$ cat src/rtl/tu_adapt_defs.vh
`ifndef TU_ADAPT_DEFS_VH
`define TU_ADAPT_DEFS_VH

// Register byte offsets on the AXI4-Lite slave.
`define REG_CTRL_OFS       8'h00
`define REG_STATUS_OFS     8'h04
`define REG_JUST_CNT_OFS   8'h08

// Control register fields and reset value.
`define CTRL_TU2_BIT       0
`define CTRL_L_LSB         8
`define CTRL_L_MSB         12
`define CTRL_M_LSB         16
`define CTRL_M_MSB         17
`define CTRL_SSF_EN_BIT    20
`define CTRL_RESET         32'h00110101

// Status register fields.
`define STAT_PTR_LSB       0
`define STAT_FILL_LSB      16
`define STAT_EMPTY_BIT     24
`define STAT_ALARM_BIT     25
`define STAT_PHASE_LSB     26

// AXI responses.
`define RESP_OKAY          2'h0
`define RESP_SLVERR        2'h2

// Timeslot layout of the access point.
`define SLOT_LAST          7'h3B
`define L_MAX              5'h14
`define M_MAX              2'h3

// Multiframe phase codes of the V1 to V4 frames.
`define PH_V1              2'h3
`define PH_V2              2'h0
`define PH_V3              2'h1
`define PH_V4              2'h2

// Size indicator and new data flag codes.
`define SS_TU2             2'h0
`define SS_TU12            2'h2
`define NDF_NORMAL         4'h6
`define NDF_NEW            4'h9

// Pointer ranges and the bits inverted on a justification.
`define TU2_PTR_MAX        10'h1AB
`define TU12_PTR_MAX       10'h08B
`define PTR_I_MASK         10'h2AA
`define PTR_D_MASK         10'h155

// Justification decisions.
`define JUST_NONE          2'h0
`define JUST_POS           2'h1
`define JUST_NEG           2'h2

`endif

$ cat src/rtl/tu_elastic_store.v
`timescale 1ns/1ps
`default_nettype none

module tu_elastic_store
#(
  parameter WIDTH  = 9,
  parameter ADDR_W = 4
)
(
  input  wire              sys_clk,
  input  wire              sys_rst,
  input  wire              wr_en,
  input  wire [WIDTH-1:0]  wr_data,
  input  wire              rd_en,
  output wire [WIDTH-1:0]  rd_data,
  output wire [ADDR_W:0]   fill,
  output wire              full,
  output wire              empty
);

  reg [WIDTH-1:0]  mem [0:(1<<ADDR_W)-1];
  reg [ADDR_W:0]   wr_ptr_reg;
  reg [ADDR_W:0]   rd_ptr_reg;

  assign fill    = wr_ptr_reg - rd_ptr_reg;
  assign full    = (fill[ADDR_W] == 1'b1);
  assign empty   = (wr_ptr_reg == rd_ptr_reg);
  assign rd_data = mem[rd_ptr_reg[ADDR_W-1:0]];

  always @(posedge sys_clk)
  begin
    if (wr_en && !full)
    begin
      mem[wr_ptr_reg[ADDR_W-1:0]] <= wr_data;
    end
  end

  always @(posedge sys_clk)
  begin
    if (sys_rst)
    begin
      wr_ptr_reg <= {(ADDR_W+1){1'b0}};
      rd_ptr_reg <= {(ADDR_W+1){1'b0}};
    end
    else
    begin
      if (wr_en && !full)
      begin
        wr_ptr_reg <= wr_ptr_reg + 1'b1;
      end
      if (rd_en && !empty)
      begin
        rd_ptr_reg <= rd_ptr_reg + 1'b1;
      end
    end
  end

endmodule // tu_elastic_store

`default_nettype wire

$ cat src/rtl/tu_pointer_adaptation_source.v
`timescale 1ns/1ps
`default_nettype none
`include "tu_adapt_defs.vh"

module tu_pointer_adaptation_source
#(
  parameter ADDR_W    = 4,
  parameter FILL_LOW  = 4,
  parameter FILL_HIGH = 12
)
(
  input  wire        sys_clk,
  input  wire        sys_rst,
  input  wire [7:0]  tributary_data_in,
  input  wire        tributary_clock_in,
  input  wire        tributary_frame_start_in,
  input  wire        server_fail_in,
  input  wire        aggregate_clock_in,
  input  wire        aggregate_frame_start_in,
  input  wire        aggregate_multiframe_start_in,
  input  wire        activate_ctrl,
  output wire [7:0]  group_access_data_out,
  output wire        group_access_data_oe,
  output wire        group_access_clock_out,
  output wire        group_access_frame_start_out,
  input  wire [7:0]  awaddr,
  input  wire        awvalid,
  output wire        awready,
  input  wire [31:0] wdata,
  input  wire [3:0]  wstrb,
  input  wire        wvalid,
  output wire        wready,
  output wire [1:0]  bresp,
  output wire        bvalid,
  input  wire        bready,
  input  wire [7:0]  araddr,
  input  wire        arvalid,
  output wire        arready,
  output wire [31:0] rdata,
  output wire [1:0]  rresp,
  output wire        rvalid,
  input  wire        rready
);

  // Every input outside the AXI port passes two flip-flops; clocks get a third for edges.
  wire [14:0] pins = {tributary_data_in, tributary_frame_start_in,
                      tributary_clock_in, aggregate_clock_in,
                      aggregate_frame_start_in,
                      aggregate_multiframe_start_in, server_fail_in,
                      activate_ctrl};
  reg  [14:0] meta_reg;
  reg  [14:0] sync_reg;
  reg         trib_ck_d_reg;
  reg         agg_ck_d_reg;

  wire [7:0] trib_data = sync_reg[14:7];
  wire       trib_fs   = sync_reg[6];
  wire       trib_ck   = sync_reg[5];
  wire       agg_ck    = sync_reg[4];
  wire       agg_fs    = sync_reg[3];
  wire       agg_mfs   = sync_reg[2];
  wire       ssf       = sync_reg[1];
  wire       active    = sync_reg[0];
  wire       trib_edge = trib_ck && !trib_ck_d_reg;
  wire       agg_edge  = agg_ck && !agg_ck_d_reg;

  reg  [31:0] ctrl_reg;
  wire        tu2_mode = ctrl_reg[`CTRL_TU2_BIT];
  wire [4:0]  l_sel    = ctrl_reg[`CTRL_L_MSB:`CTRL_L_LSB];
  wire [1:0]  m_sel    = ctrl_reg[`CTRL_M_MSB:`CTRL_M_LSB];
  wire        ssf_en   = ctrl_reg[`CTRL_SSF_EN_BIT];

  reg  [6:0]  slot_reg;
  reg  [1:0]  phase_reg;
  reg         vdone_reg;
  reg         v3seen_reg;
  reg  [1:0]  just_reg;
  reg  [9:0]  ptr_reg;
  reg  [9:0]  word_reg;
  reg  [9:0]  new_ptr_reg;
  reg         ndf_pend_reg;
  reg  [9:0]  pay_cnt_reg;
  reg  [15:0] pos_cnt_reg;
  reg  [15:0] neg_cnt_reg;
  reg         alarm_insert_action;
  reg  [7:0]  data_out_reg;
  reg         oe_reg;
  reg         clk_out_reg;
  reg         fs_out_reg;

  wire [8:0]        rd_data;
  wire [ADDR_W:0]   fill;
  wire              empty;

  // Position of the byte that arrives with this aggregate clock edge.
  reg  [6:0]  slot_now;
  reg  [1:0]  multiframe_phase_code;
  reg         vdone_prev;
  reg         v3seen_prev;
  always @*
  begin
    slot_now              = (slot_reg == `SLOT_LAST) ? 7'h00
                            : slot_reg + 7'h01;
    multiframe_phase_code = phase_reg;
    vdone_prev            = vdone_reg;
    v3seen_prev           = v3seen_reg;
    if (agg_fs)
    begin
      slot_now              = 7'h00;
      multiframe_phase_code = agg_mfs ? `PH_V1 : phase_reg + 2'h1;
      vdone_prev            = 1'b0;
      v3seen_prev           = 1'b0;
    end
  end

  wire [6:0] l_base = {2'h0, l_sel} - 7'h01;
  wire [6:0] base3  = {l_base[5:0], 1'b0} + l_base;
  wire [6:0] tu12_s = base3 + {5'h00, m_sel} - 7'h01;
  wire       l_ok   = (l_sel != 5'h00) && (l_sel <= `L_MAX);
  wire       m_ok   = (m_sel != 2'h0) && (m_sel <= `M_MAX);
  wire       hit2   = (slot_now >= base3) && (slot_now < base3 + 7'h03);
  wire       hit    = tu2_mode ? (l_ok && hit2)
                      : (l_ok && m_ok && slot_now == tu12_s);
  wire       owned  = active && hit;
  wire       is_v   = owned && !vdone_prev;
  wire       is_v3p1 = owned && vdone_prev && !v3seen_prev
                       && multiframe_phase_code == `PH_V3;
  wire [9:0] ptr_max = tu2_mode ? `TU2_PTR_MAX : `TU12_PTR_MAX;
  wire [1:0] ss_code = tu2_mode ? `SS_TU2 : `SS_TU12;

  // Justification decision taken at V1 from the store fill.
  reg  [1:0] v1_just;
  reg  [9:0] v1_word;
  reg  [3:0] v1_ndf;
  always @*
  begin
    v1_just = `JUST_NONE;
    v1_word = ptr_reg;
    v1_ndf  = `NDF_NORMAL;
    if (ndf_pend_reg)
    begin
      v1_word = new_ptr_reg;
      v1_ndf  = `NDF_NEW;
    end
    else if (fill < FILL_LOW)
    begin
      v1_just = `JUST_POS;
      v1_word = ptr_reg ^ `PTR_I_MASK;
    end
    else if (fill > FILL_HIGH)
    begin
      v1_just = `JUST_NEG;
      v1_word = ptr_reg ^ `PTR_D_MASK;
    end
  end

  wire is_payload = owned && !is_v;
  wire skip_rd    = is_v3p1 && just_reg == `JUST_POS;
  wire extra_rd   = is_v && multiframe_phase_code == `PH_V3
                    && just_reg == `JUST_NEG;
  wire rd_en      = agg_edge && !empty
                    && ((is_payload && !skip_rd) || extra_rd);

  tu_elastic_store
  #(
    .WIDTH  (9),
    .ADDR_W (ADDR_W)
  )
  u_store
  (
    .sys_clk (sys_clk),
    .sys_rst (sys_rst),
    .wr_en   (trib_edge),
    .wr_data ({trib_fs, trib_data}),
    .rd_en   (rd_en),
    .rd_data (rd_data),
    .fill    (fill),
    .full    (),
    .empty   (empty)
  );

  always @(posedge sys_clk)
  begin
    meta_reg <= pins;
    if (sys_rst)
    begin
      sync_reg      <= 15'h0000;
      trib_ck_d_reg <= 1'b0;
      agg_ck_d_reg  <= 1'b0;
    end
    else
    begin
      sync_reg      <= meta_reg;
      trib_ck_d_reg <= trib_ck;
      agg_ck_d_reg  <= agg_ck;
    end
  end

  always @(posedge sys_clk)
  begin
    if (sys_rst)
    begin
      slot_reg            <= `SLOT_LAST;
      phase_reg           <= `PH_V4;
      vdone_reg           <= 1'b0;
      v3seen_reg          <= 1'b0;
      just_reg            <= `JUST_NONE;
      ptr_reg             <= 10'h000;
      word_reg            <= 10'h000;
      new_ptr_reg         <= 10'h000;
      ndf_pend_reg        <= 1'b0;
      pay_cnt_reg         <= 10'h000;
      pos_cnt_reg         <= 16'h0000;
      neg_cnt_reg         <= 16'h0000;
      alarm_insert_action <= 1'b0;
      data_out_reg        <= 8'h00;
      oe_reg              <= 1'b0;
      clk_out_reg         <= 1'b0;
      fs_out_reg          <= 1'b0;
    end
    else
    begin
      // Disabling the enable bit makes an open input count as false.
      alarm_insert_action <= ssf && ssf_en;
      // Output clock rises mid byte, so the far end samples stable data.
      clk_out_reg <= active && !agg_ck;
      // Deactivation releases the access point at once, not at the next slot.
      if (!active)
      begin
        oe_reg       <= 1'b0;
        fs_out_reg   <= 1'b0;
        data_out_reg <= 8'h00;
      end
      if (agg_edge)
      begin
        slot_reg   <= slot_now;
        phase_reg  <= multiframe_phase_code;
        vdone_reg  <= vdone_prev || owned;
        v3seen_reg <= v3seen_prev
                      || (owned && multiframe_phase_code == `PH_V3);
        fs_out_reg <= active && agg_fs;
        oe_reg     <= owned;
        data_out_reg <= 8'h00;
        if (is_v)
        begin
          case (multiframe_phase_code)
            `PH_V1:
            begin
              just_reg     <= v1_just;
              word_reg     <= v1_word;
              ndf_pend_reg <= 1'b0;
              if (ndf_pend_reg)
              begin
                ptr_reg <= new_ptr_reg;
              end
              data_out_reg <= {v1_ndf, ss_code, v1_word[9:8]};
            end
            `PH_V2:
            begin
              data_out_reg <= word_reg[7:0];
              pay_cnt_reg  <= 10'h000;
              if (just_reg == `JUST_POS)
              begin
                ptr_reg     <= (ptr_reg == ptr_max) ? 10'h000
                               : ptr_reg + 10'h001;
                pos_cnt_reg <= pos_cnt_reg + 16'h0001;
              end
              else if (just_reg == `JUST_NEG)
              begin
                ptr_reg     <= (ptr_reg == 10'h000) ? ptr_max
                               : ptr_reg - 10'h001;
                neg_cnt_reg <= neg_cnt_reg + 16'h0001;
              end
            end
            `PH_V3:
            begin
              if (extra_rd)
              begin
                data_out_reg <= rd_data[7:0];
              end
            end
            default:
            begin
              data_out_reg <= 8'h00;
            end
          endcase
        end
        else if (is_payload && !skip_rd && !empty)
        begin
          data_out_reg <= rd_data[7:0];
        end
        if ((is_payload || extra_rd) && pay_cnt_reg < ptr_max)
        begin
          pay_cnt_reg <= pay_cnt_reg + 10'h001;
        end
        // A frame marker away from the pointed byte re-aligns the pointer.
        if (rd_en && rd_data[8] && just_reg == `JUST_NONE
            && pay_cnt_reg != ptr_reg)
        begin
          new_ptr_reg  <= pay_cnt_reg;
          ndf_pend_reg <= 1'b1;
        end
        if (owned && alarm_insert_action)
        begin
          data_out_reg <= 8'hFF;
        end
      end
    end
  end

  // AXI4-Lite slave: address and data are taken in either order.
  reg        awready_reg;
  reg        wready_reg;
  reg        bvalid_reg;
  reg [1:0]  bresp_reg;
  reg [7:0]  waddr_reg;
  reg [31:0] wdata_reg;
  reg [3:0]  wstrb_reg;
  reg        arready_reg;
  reg        rvalid_reg;
  reg [1:0]  rresp_reg;
  reg [31:0] rdata_reg;
  wire       aw_held = !awready_reg;
  wire       w_held  = !wready_reg;

  always @(posedge sys_clk)
  begin
    if (sys_rst)
    begin
      ctrl_reg    <= `CTRL_RESET;
      awready_reg <= 1'b1;
      wready_reg  <= 1'b1;
      bvalid_reg  <= 1'b0;
      bresp_reg   <= `RESP_OKAY;
      waddr_reg   <= 8'h00;
      wdata_reg   <= 32'h00000000;
      wstrb_reg   <= 4'h0;
      arready_reg <= 1'b1;
      rvalid_reg  <= 1'b0;
      rresp_reg   <= `RESP_OKAY;
      rdata_reg   <= 32'h00000000;
    end
    else
    begin
      if (awvalid && awready_reg)
      begin
        waddr_reg   <= awaddr;
        awready_reg <= 1'b0;
      end
      if (wvalid && wready_reg)
      begin
        wdata_reg  <= wdata;
        wstrb_reg  <= wstrb;
        wready_reg <= 1'b0;
      end
      if (aw_held && w_held && !bvalid_reg)
      begin
        bvalid_reg <= 1'b1;
        bresp_reg  <= `RESP_SLVERR;
        if (waddr_reg[7:2] == `REG_CTRL_OFS >> 2)
        begin
          bresp_reg <= `RESP_OKAY;
          if (wstrb_reg[0]) ctrl_reg[7:0]   <= wdata_reg[7:0];
          if (wstrb_reg[1]) ctrl_reg[15:8]  <= wdata_reg[15:8];
          if (wstrb_reg[2]) ctrl_reg[23:16] <= wdata_reg[23:16];
          if (wstrb_reg[3]) ctrl_reg[31:24] <= wdata_reg[31:24];
        end
        else if (waddr_reg[7:2] == `REG_STATUS_OFS >> 2
                 || waddr_reg[7:2] == `REG_JUST_CNT_OFS >> 2)
        begin
          bresp_reg <= `RESP_OKAY;
        end
      end
      if (bvalid_reg && bready)
      begin
        bvalid_reg  <= 1'b0;
        awready_reg <= 1'b1;
        wready_reg  <= 1'b1;
      end
      if (arvalid && arready_reg)
      begin
        arready_reg <= 1'b0;
        rvalid_reg  <= 1'b1;
        rresp_reg   <= `RESP_OKAY;
        rdata_reg   <= 32'h00000000;
        case (araddr[7:2])
          `REG_CTRL_OFS >> 2:
            rdata_reg <= ctrl_reg;
          `REG_STATUS_OFS >> 2:
          begin
            rdata_reg[`STAT_PTR_LSB+9:`STAT_PTR_LSB] <= ptr_reg;
            rdata_reg[`STAT_FILL_LSB+ADDR_W:`STAT_FILL_LSB] <= fill;
            rdata_reg[`STAT_EMPTY_BIT] <= empty;
            rdata_reg[`STAT_ALARM_BIT] <= alarm_insert_action;
            rdata_reg[`STAT_PHASE_LSB+1:`STAT_PHASE_LSB] <= phase_reg;
          end
          `REG_JUST_CNT_OFS >> 2:
            rdata_reg <= {neg_cnt_reg, pos_cnt_reg};
          default:
            rresp_reg <= `RESP_SLVERR;
        endcase
      end
      if (rvalid_reg && rready)
      begin
        rvalid_reg  <= 1'b0;
        arready_reg <= 1'b1;
      end
    end
  end

  assign group_access_data_out        = data_out_reg;
  assign group_access_data_oe         = oe_reg;
  assign group_access_clock_out       = clk_out_reg;
  assign group_access_frame_start_out = fs_out_reg;
  assign awready = awready_reg;
  assign wready  = wready_reg;
  assign bresp   = bresp_reg;
  assign bvalid  = bvalid_reg;
  assign arready = arready_reg;
  assign rdata   = rdata_reg;
  assign rresp   = rresp_reg;
  assign rvalid  = rvalid_reg;

endmodule // tu_pointer_adaptation_source

`default_nettype wire

$ cat config.mk
export PLATFORM = sky130hd
export DESIGN_NAME = tu_pointer_adaptation_source
export DESIGN_NICKNAME = d
export VERILOG_FILES = /design/src/rtl/tu_elastic_store.v /design/src/rtl/tu_pointer_adaptation_source.v
export VERILOG_INCLUDE_DIRS = /design/src /design/src/rtl
export SDC_FILE = /design/constraint.sdc
export NUM_CORES = 1
export LEC_CHECK = 0
export BUFFER_PORTS_ARGS = -buffer_cell sky130_fd_sc_hd__buf_4
export CAP_MARGIN = 15
export CORE_MARGIN = 3
export CORE_UTILIZATION = 60
export CTS_CLUSTER_SIZE = 40
export DETAILED_ROUTE_END_ITERATION = 16
export GPL_ROUTABILITY_DRIVEN = 0
export HOLD_SLACK_MARGIN = 0.1
export PLACE_DENSITY = 0.8
export SLEW_MARGIN = 20
export SYNTH_ARGS = -nofsm -noshare
export SYNTH_HDL_FRONTEND = slang
export SYNTH_SLANG_ARGS = --single-unit
export TNS_END_PERCENT = 1
$ cat constraint.sdc
create_clock -name sys_clk -period 8.7 [get_ports sys_clk]
set_input_delay 0.87 -clock sys_clk [delete_from_list [all_inputs] [get_ports sys_clk]]
set_output_delay 0.87 -clock sys_clk [all_outputs]
set_load 0.05 [all_outputs]
After elaboration in Yosys (flattened, before gate mapping)

Memory sizes are Yosys's and may differ from the RTL's. A register that Yosys moved wholly into a read port is not among the register bits.
Index checks and enable logic that the tools add are counted.

Bits in writable memories: 144
Latch bits: 0
Memory bits (read-only): 0
Output and inout bits: 52
Logic and storage cells: 213
Memories kept: 1
Register bits after elaboration: 255
Bits of input ports: 74

Memories:

| memory      | words | bits a word | read ports | clocked after Yosys merged registers in | write ports | RTL line              | text |
|---|---|---|---|---|---|---|---|
| u_store.mem | 16    | 9           | 1          | 1                                       | 1           | tu_elastic_store.v:21 | `reg [WIDTH-1:0] mem [0:(1<<ADDR_W)-1];` |

Equality and inequality tests: 16
Add/sub/neg operators: 15
Bitwise gates (word level): 3
Divide/modulo/power cells: 0
Multiply operators: 0
Multiplexer cells: 51
Reductions and logical operators: 82
Shift-type cells: 0
Order comparisons: 7

Operators with widths:

| kind                    | number |
|---|---|
| $mux W10                | 10 |
| $mux W8                 | 6 |
| $logic_and A1 B1 Y1     | 39 |
| $add A16 B1 Y16 const B | 2 |
| $pmux W10 S3            | 1 |
| $pmux W8 S3             | 1 |
| $reduce_and A3 Y1       | 7 |
| $add A10 B1 Y10 const B | 2 |
| $pmux W10 S2            | 1 |
| $mux W2                 | 9 |
| $mux W9                 | 2 |
| $pmux W5 S3             | 1 |
| $mux W7                 | 2 |
| $eq A6 B1 Y1 const B    | 2 |
| $eq A6 B2 Y1 const B    | 2 |
| $logic_not A1 Y1        | 12 |
| $logic_not A6 Y1        | 2 |
| $mux W4                 | 3 |
| $pmux W4 S3             | 1 |
| $pmux W6 S2             | 1 |
| $reduce_bool A2 Y1      | 6 |
| $mux W1                 | 11 |
| $add A5 B1 Y5 const B   | 2 |
| $eq A10 B9 Y1           | 1 |
| other kinds (38)        | 48 |

Longest topological paths before layout

Gate-level depths: netlist of run 1.

Depth in word-level cells: 21
Gate-level depth with buffers: 21
Mapped depth without buffers: 17

Cells and area by module

A second synthesis of run 1 with hierarchy kept.

Cell total of the unflattened synthesis: 1,776
Area, all modules: 18,001.0 um^2

By module, submodules not included:

| module                       | instances | seq. area each (um^2) | area an instance (um^2) | cells an instance |
|---|---|---|---|---|
| tu_pointer_adaptation_source | 1         | 4,824.6               | 11,691.2                | 1,441 |
| tu_elastic_store             | 1         | 4,604.4               | 6,309.8                 | 335 |

Least setup slack after synthesis of run 1

No wires, ideal clock.

Path kind: reg2reg
Start: reg ctrl_reg[8]
End: reg with a tool-made name
Path buffers: 3
Data arrival time: 4.349 ns
Cell stages (with the launch flop): 21
Data required time: 8.622 ns
Setup time: 0.078 ns
Clock period less this slack: 4.427 ns
Setup slack: 4.273 ns
Cells stage by stage: dfxtp_1 clkbuf_1 inv_1 ha_1 inv_1 ha_1 a21o_1 a21oi_1 xnor2_1 ha_1 nand2_1 xor2_1 ha_1 a21o_1 a211oi_1 o21ai_0 o32a_4 buf_6 buf_6 or4_1 a21oi_1

RTL lines:

| what                   | RTL line                           | text |
|---|---|---|
| start, declared        | tu_pointer_adaptation_source.v:67  | `reg [31:0] ctrl_reg;` |
| start signal, assigned | tu_pointer_adaptation_source.v:330 | `` ctrl_reg <= `CTRL_RESET; `` |
| start signal, assigned | tu_pointer_adaptation_source.v:364 | `if (wstrb_reg[1]) ctrl_reg[15:8] <= wdata_reg[15:8];` |

Worst setup path after layout of run 1

Start: reg ctrl_reg[8]
End: reg word_reg[4]

Word-level cells in the longest chain between the ends: 10
Elaborated cells on any way between the ends: 19
Classes of those cells: add/sub (5); order compare (3); eq/ne (1); mux (1); reduce/logical (9)

RTL lines:

| what                                                | RTL line                                                               | text |
|---|---|---|
| $sub A5 B1 Y6                                       | tu_pointer_adaptation_source.v:116                                     | `wire [6:0] l_base = {2'h0, l_sel} - 7'h01;` |
| $add A7 B7 Y7                                       | tu_pointer_adaptation_source.v:117                                     | `wire [6:0] base3 = {l_base[5:0], 1'b0} + l_base;` |
| $add A7 B2 Y7, on equally long branches             | tu_pointer_adaptation_source.v:118, tu_pointer_adaptation_source.v:121 |  |
| $sub A7 B1 Y7 or $lt A7 B7 Y1 (tied branches)       | tu_pointer_adaptation_source.v:118, tu_pointer_adaptation_source.v:121 |  |
| $eq A7 B7 Y1 or $logic_and A1 B1 Y1 (tied branches) | tu_pointer_adaptation_source.v:123, tu_pointer_adaptation_source.v:121 |  |
| $logic_and A1 B1 Y1, on equally long branches       | tu_pointer_adaptation_source.v:123, tu_pointer_adaptation_source.v:122 |  |
| $mux W1 *                                           | tu_pointer_adaptation_source.v:122                                     | `wire hit = tu2_mode ? (l_ok && hit2)` |
| $logic_and A1 B1 Y1 *                               | tu_pointer_adaptation_source.v:124                                     | `wire owned = active && hit;` |
| $logic_and A1 B1 Y1 *                               | tu_pointer_adaptation_source.v:125                                     | `wire is_v = owned && !vdone_prev;` |
| $reduce_and A3 Y1 (no source line) *                | -                                                                      |  |
| end signal, assigned                                | tu_pointer_adaptation_source.v:250                                     | `word_reg <= v1_word;` |
| end, declared                                       | tu_pointer_adaptation_source.v:79                                      | `reg [9:0] word_reg;` |

Mark *: on every way between the ends. The rest lies on a longest branch, timed or not.
A chain may end at the register's enable or synchronous reset.

==> results of run 1 <==
-- stage by stage --
stage	hold slack [ps]	total power (uW)	setup WS [ps]	cells
after floorplan	402	2260	4270	1802
after CTS	401	4110	3300	2261
after global routing	406	4220	2910	2261
final	415	4110	3200	2261
after detailed placement	423	2350	3350	2187
after global placement	415	2340	3470	2187
-- how the worst max path moves through the flow --
| stage | endpoint | slack (ps) |
|---|---|---|
| after floorplan | flop | 4270 |
| after global placement | word_reg[4]$_SDFFE_PP0P_ | 3470 |
| after detailed placement | word_reg[4]$_SDFFE_PP0P_ | 3350 |
| after CTS | word_reg[4]$_SDFFE_PP0P_ | 3300 |
| after global routing | word_reg[4]$_SDFFE_PP0P_ | 2910 |
| final | word_reg[4]$_SDFFE_PP0P_ | 3200 |
-- metal layers --
layer	global-route usage	up-vias	wire length (um)
met5	0	-	18
met1	0.381	7000	19600
met4	0.105	2	1740
li1	-	6666	-
met3	0.0596	141	4060
met2	0.456	731	22500
-- cells in the mapped netlist, drive strengths merged (3+ instances only) --
cell type and count:
fa 3, o22ai 13, o32ai 3, edfxtp 144, nor3b 3, and4 6, nand3b 5, nand2b 16
nor2b 38, nor4 10, nand3 82, o211ai 4, a21oi 202, dfxtp 255, or3 12, nand4 20
a221oi 3, nor2 111, a22oi 22, a2111oi 4, a31oi 7, buf 24, o21ai 71, o31ai 36
xor2 26, and2 11, nand2 189, a31o 3, a211oi 14, a211o 4, clkbuf 108, a32oi 9
mux4 45, a21o 10, inv 52, xnor2 31, ha 51, or4 39, mux2 7, mux2i 35
a311oi 5, nor3 27, and3 13, or2 4
-- power by group through the flow --
stage	clock network, uW	registers (uW)	logic, uW
after floorplan	0	2030	238
after global placement	0	2030	308
after detailed placement	0	2030	315
after CTS	1800	1990	319
after global routing	1870	2000	352
final	1790	1990	326
-- cell families after synthesis --
group,count (synthesis),share of synthesized area
multiplexers,87,0.0786
XOR/XNOR,57,0.0272
flip-flops,399,0.514
other,1,0.000204
AO/OA/AOI/OAI,425,0.141
buffers and inverters,184,0.0401
adder cells (fa/ha/maj),54,0.0380
AND/OR/NAND/NOR,594,0.161
-- cell usage in the layout, fill, tap and decap left out, types with 39 or more instances in the layout --
cell type / count
mux4_2: 45
nand2_1: 188
o21ai_0: 71
nor2_1: 106
a21oi_1: 201
nand3_1: 81
ha_1: 51
edfxtp_1: 144
inv_1: 52
dfxtp_1: 253
or4_1: 39
clkbuf_16: 43
buf_4: 126
-- cell type report --
class                   count  area share
flip-flops and latches    399       0.455
multi-input cells        1219       0.399
clock buffers              59      0.0592
repair buffers            127      0.0462
well taps                 390      0.0236
inverters                  52     0.00942
clock inverters            15     0.00761
==> metrics.cfg, run 1 <==
[floorplan]
die_area_sq_um = 32700
initial_core_util = 0.614
placementRows = 63
die_w_um = 181
io_pins = 126
placeableCoreArea_sq_um = 29900
die_h_um = 181

[worst_setup_path]
critPathRequiredTime_ps = 9090
path_depth = 17
reg2reg_setup_slack_ps = 3200
setup.worst_path.end_class = flop
reg2reg_to = word_reg[4]$_SDFFE_PP0P_
cp-startpoint = ctrl_reg[8]$_SDFFE_PP1P_
slowest_delay_ps = 850
critPathKind = reg2reg
crit_buf_inv = 2
r2r-start = ctrl_reg[8]$_SDFFE_PP1P_
reg2reg_depth = 17
path_common_cell = ha_1
crit_family = compound AO/OA/AOI/OAI gates
start_kind = flop
cp_max_fo = 104
path_cells = inv_1 > ha_1 > inv_1 > ha_1 > a21o_1 > a21oi_1 > xnor2_1 > ha_1 > nand2_1 > xor2_1 > ha_1 > a21o_1 > a211oi_1 > o21ai_0 > o32a_4 > a2111oi_0 > nor3_1
cp.arrival_ps = 5890
cp_slowest_cell = a2111oi_0

[pwr]
power.leakage_uw = 0.00735
powerDensity_nw_per_um2 = 198
seq_power_share = 0.486
power.internal_uw = 3110
max-vdd-ir-drop_mv = 0.135
combPwrFrac = 0.079
switchingPower_uw = 995
netSwitchingFraction = 0.242
clkPwrFrac = 0.435

[global_route]
grt_pass1_wl_mm = 74.9
grt_pass1_vias = 13900
grt_antenna_before_repair = 1
grt_usage = 0.283
grt_max_degree = 105
overflow = 0

[timing]
report.final.slew_viol_count = 0
setup_viol = 0
worst_pin_slew_ps = 1140
max_slew_margin = 0.234
clock_skew_ps = 33.8
min_period_ps = 5500
post-route-period-util = 0.633
setup_tns_ps = 0
rsz0062_at_grt = no
hold_viol_final = 0
fmax_mhz = 182

[layout]
multi_input_area_sq_um = 8260
fin_util = 0.693
syn_to_final_growth_pct = 12.9
seq_area_sq_um = 9430
drive_gt1_frac = 0.147
nNetsFinal = 1968
antennaDiodeCount = 0
largest_reg_flops = 144
fillers = 2112
finalInstanceArea_sq_um = 20700

[detailed_routing]
drcViolationCount = 0
wl_mm = 47.9
vias_per_cell = 6.43
drt_iter0_drc = 1744
ant_nets = 0
wl_per_cell_um = 21.2
vias = 14500
drtPass1Iterations = 5

[clocking]
htreeDepth = 2
clock-sinks = 399
cts_root_buf = clkbuf_16
cts_setup_buffers = 0
clk_pin_slew_worst_paths_ps = 60
tritoncts = built
cts_made_buffers = 41
cts_resized = 0
clockBufferDepth = 3
worstSkewPairLatency_ps = 560
cts_hold_buf = 0

[synth]
synth.top_cell.area_share = 0.278
ys_seq_area_frac = 0.514
synth_ff_type = dfxtp_1
async_flop_share = 0
synth_edf_count = 144
synthTopCellsByArea = dfxtp_1 28%, edfxtp_1 24%, mux4_2 5.5%, a21oi_1 5.5%, nand2_1 3.9%
synth_area_leader_cell = dfxtp_1
synthCells = 1801
synth_cell_types = 75
ys_ff_latch = 399
synth_warnings = 0
syn_area_per_cell_sq_um = 10.2
synth.cell_area_sq_um = 18400

[worst_hold_path]
holdPathStages = 1
hp-start = tributary_data_in[2]
whs_endpoint = meta_reg[9]$_DFF_P_
hold_class = in2reg

[flow_run]
cap_violations = 0

[place]
dp_hpwl_mm = 30.6
dpl_cell_area_sq_um = 19300
port-buffer-count = 119

[status]
outcome = finished, final reports clean

(Power assumes the default switching activity.)
==> inputs of run 2 (changes only) <==
- clock period: 8.7 -> 5.76 ns (I/O delays scaled with it)
==> run 2 against run 1 <==
  * Via count is 0.78% lower
  * Wire length is 2.0% lower
  * Die area stayed put
  * Global-route usage is 0.49 points lower
  * Fmax grew 3.4%
  * Sequential power rose by 51%
  * Largest cell class unchanged
  * Setup slack got worse by 2800 ps
  * Largest power group unchanged
  * Critical path depth unchanged
==> metrics.cfg, run 2 (synthesized netlist as in run 1, its figures left out) <==
[worst_hold_path]
holdPathStages = 1  ; unchanged
hold_class = in2reg

[worst_setup_path]
critPathRequiredTime_ps = 6210  ; -2880 ps
reg2reg_depth = 17  ; unchanged
start_kind = flop
critPathKind = reg2reg
reg2reg_setup_slack_ps = 440  ; -2760 ps
cp.arrival_ps = 5770  ; -120 ps
setup.worst_path.end_class = flop
cp_max_fo = 104  ; unchanged

[layout]
largest_reg_flops = 144  ; unchanged
layout_common_cells = 253 x dfxtp_1, 201 x a21oi_1, 188 x nand2_1, 144 x edfxtp_1, 127 x buf_4
nNetsFinal = 1975  ; +0.36%
syn_to_final_growth_pct = 13.5
fillers = 2132  ; +0.95%
antennaDiodeCount = 0  ; unchanged
final_common_cell = dfxtp_1
final_cells = 2269  ; +0.35%
drive_gt1_frac = 0.150  ; +0.00310

[status]
outcome = finished, final reports clean

[place]
port-buffer-count = 119  ; unchanged
placedCellCount = 2188  ; +0.046%
dp_hpwl_mm = 31.1  ; +1.7%

[timing]
clock_skew_ps = 20.0  ; -13.8 ps
fmax_mhz = 188  ; +3.4%
setup_tns_ps = 0  ; unchanged
post-route-period-util = 0.924  ; +0.291
report.final.slew_viol_count = 0  ; unchanged
rsz0062_at_grt = no
worst_pin_slew_ps = 1160  ; +15.5 ps
min_period_ps = 5320  ; -181 ps
hold_viol_final = 0  ; unchanged
max_slew_margin = 0.222  ; -0.0117
setup_viol = 0  ; unchanged

[floorplan]
die_w_um = 181  ; unchanged
die_h_um = 181  ; unchanged
initial_core_util = 0.614  ; unchanged
io_pins = 126  ; unchanged
placementRows = 63  ; unchanged
placeableCoreArea_sq_um = 29900  ; unchanged
die_area_sq_um = 32700  ; unchanged

[pwr]
seq_power_share = 0.478  ; -0.008
power.leakage_uw = 0.00741  ; +0.75%
clkPwrFrac = 0.443  ; +0.008
max-vdd-ir-drop_mv = 0.242  ; +80%
combPwrFrac = 0.079  ; about the same
netSwitchingFraction = 0.245  ; +0.00247
switchingPower_uw = 1540  ; +55%
power.internal_uw = 4760  ; +53%
powerDensity_nw_per_um2 = 302  ; +53%

[detailed_routing]
wl_mm = 46.9  ; -2.0%
drcViolationCount = 0  ; unchanged
wl_per_cell_um = 20.7  ; -2.3%
drt_iter0_drc = 1801  ; +3.3%
vias = 14400  ; -0.78%
ant_nets = 0  ; unchanged
drtPass1Iterations = 12  ; +7
vias_per_cell = 6.36  ; -1.1%

[clocking]
htreeDepth = 2  ; unchanged
cts_setup_buffers = 0  ; unchanged
tritoncts = built
cts_made_buffers = 41  ; unchanged
cts_resized = 0  ; unchanged
clock-sinks = 399  ; unchanged
cts_root_buf = clkbuf_16
clk_pin_slew_worst_paths_ps = 60  ; about the same
clockBufferDepth = 3  ; unchanged
worstSkewPairLatency_ps = 550  ; about the same

[global_route]
grt_max_degree = 105  ; unchanged
grt_usage = 0.278  ; -0.00492
overflow = 0  ; unchanged
grt_pass1_wl_mm = 74.1  ; -1.1%
grt_pass1_vias = 13800  ; -0.67%
gr-usage-met2 = 0.446  ; -0.00993
grt_antenna_before_repair = 0  ; -1
use_met1 = 0.381  ; about the same
grt_use_met3 = 0.0534  ; -0.00624
busiest_layer = met2

[flow_run]
cap_violations = 0  ; unchanged

## run 2: cell count changes in the layout (fill, tap and decap cells not counted), sizes merged
cell         before  now
buf             127  128
dlygate4sd3       0    6
clkinvlp          3    7
bufinv            2    6
inv              55   53
clkbuf           59   45
clkinv            7   16
## run 2: layout make-up
cell class,count,area [sq um],share of cell area
Clock buffer,45,1070,0.0514
Inverter,52,195,0.00937
Multi-Input combinational cell,1219,8250,0.396
Clock inverter,30,372,0.0178
Timing Repair Buffer,134,1020,0.0492
Tap cell,390,488,0.0234
Sequential cell,399,9430,0.453
## run 2: repair_timing
action                                 CTS  global route
endpoints found under the hold margin    6             0
hold buffers                             6             0
setup endpoints to repair                0             0
## run 2: power by group through the flow
stage | registers [uW] | logic (uW) | clock network, uW
final | 3010 | 498 | 2790
after global routing | 3020 | 541 | 2920
after CTS | 3010 | 490 | 2810
after detailed placement | 3070 | 483 | 0
after global placement | 3070 | 469 | 0
after floorplan | 3060 | 359 | 0
## run 2: per-stage QoR
step / area [sq um] / power [uW] / hold WS, ps / setup WS (ps) / utilization
2_1_floorplan: 18400 / 3420 / 402 / 1330 / -
3_3_place_gp: 19300 / 3530 / 415 / 672 / 0.646
3_5_place_dp: 19300 / 3550 / 425 / 555 / 0.646
4_1_cts: 20800 / 6310 / 102 / 499 / 0.697
5_1_grt: 20800 / 6480 / 111 / 83.3 / 0.697
6_report: 20800 / 6300 / 123 / 438 / 0.697
## run 2: worst paths after layout
check | start | to
max | ctrl_reg[8]$_SDFFE_PP1P_ | flop
min | tributary_clock_in | meta_reg[5]$_DFF_P_
max reg2reg | ctrl_reg[8]$_SDFFE_PP1P_ | flop
min reg2reg | meta_reg[0]$_DFF_P_ | sync_reg[0]$_SDFF_PP0_
## run 2: critical path: stages (launching register included)
cell,delay [ps]
dfxtp_1,550
inv_1,150
ha_1,250
xor2_1,240
inv_1,90
fa_1,400
nand2b_1,170
a21oi_1,150
xor2_1,410
ha_1,230
nand2_1,60
xnor2_1,130
ha_1,310
nand3_1,70
o21ai_0,550
o32a_4,890
o21ai_0,240
a21oi_1,290
## run 2: metal layers
layer,vias to the layer above,wire [um]
met1,6944,19300
li1,6680,-
met3,125,3760
met2,677,22300
met4,0,1590
met5,-,0
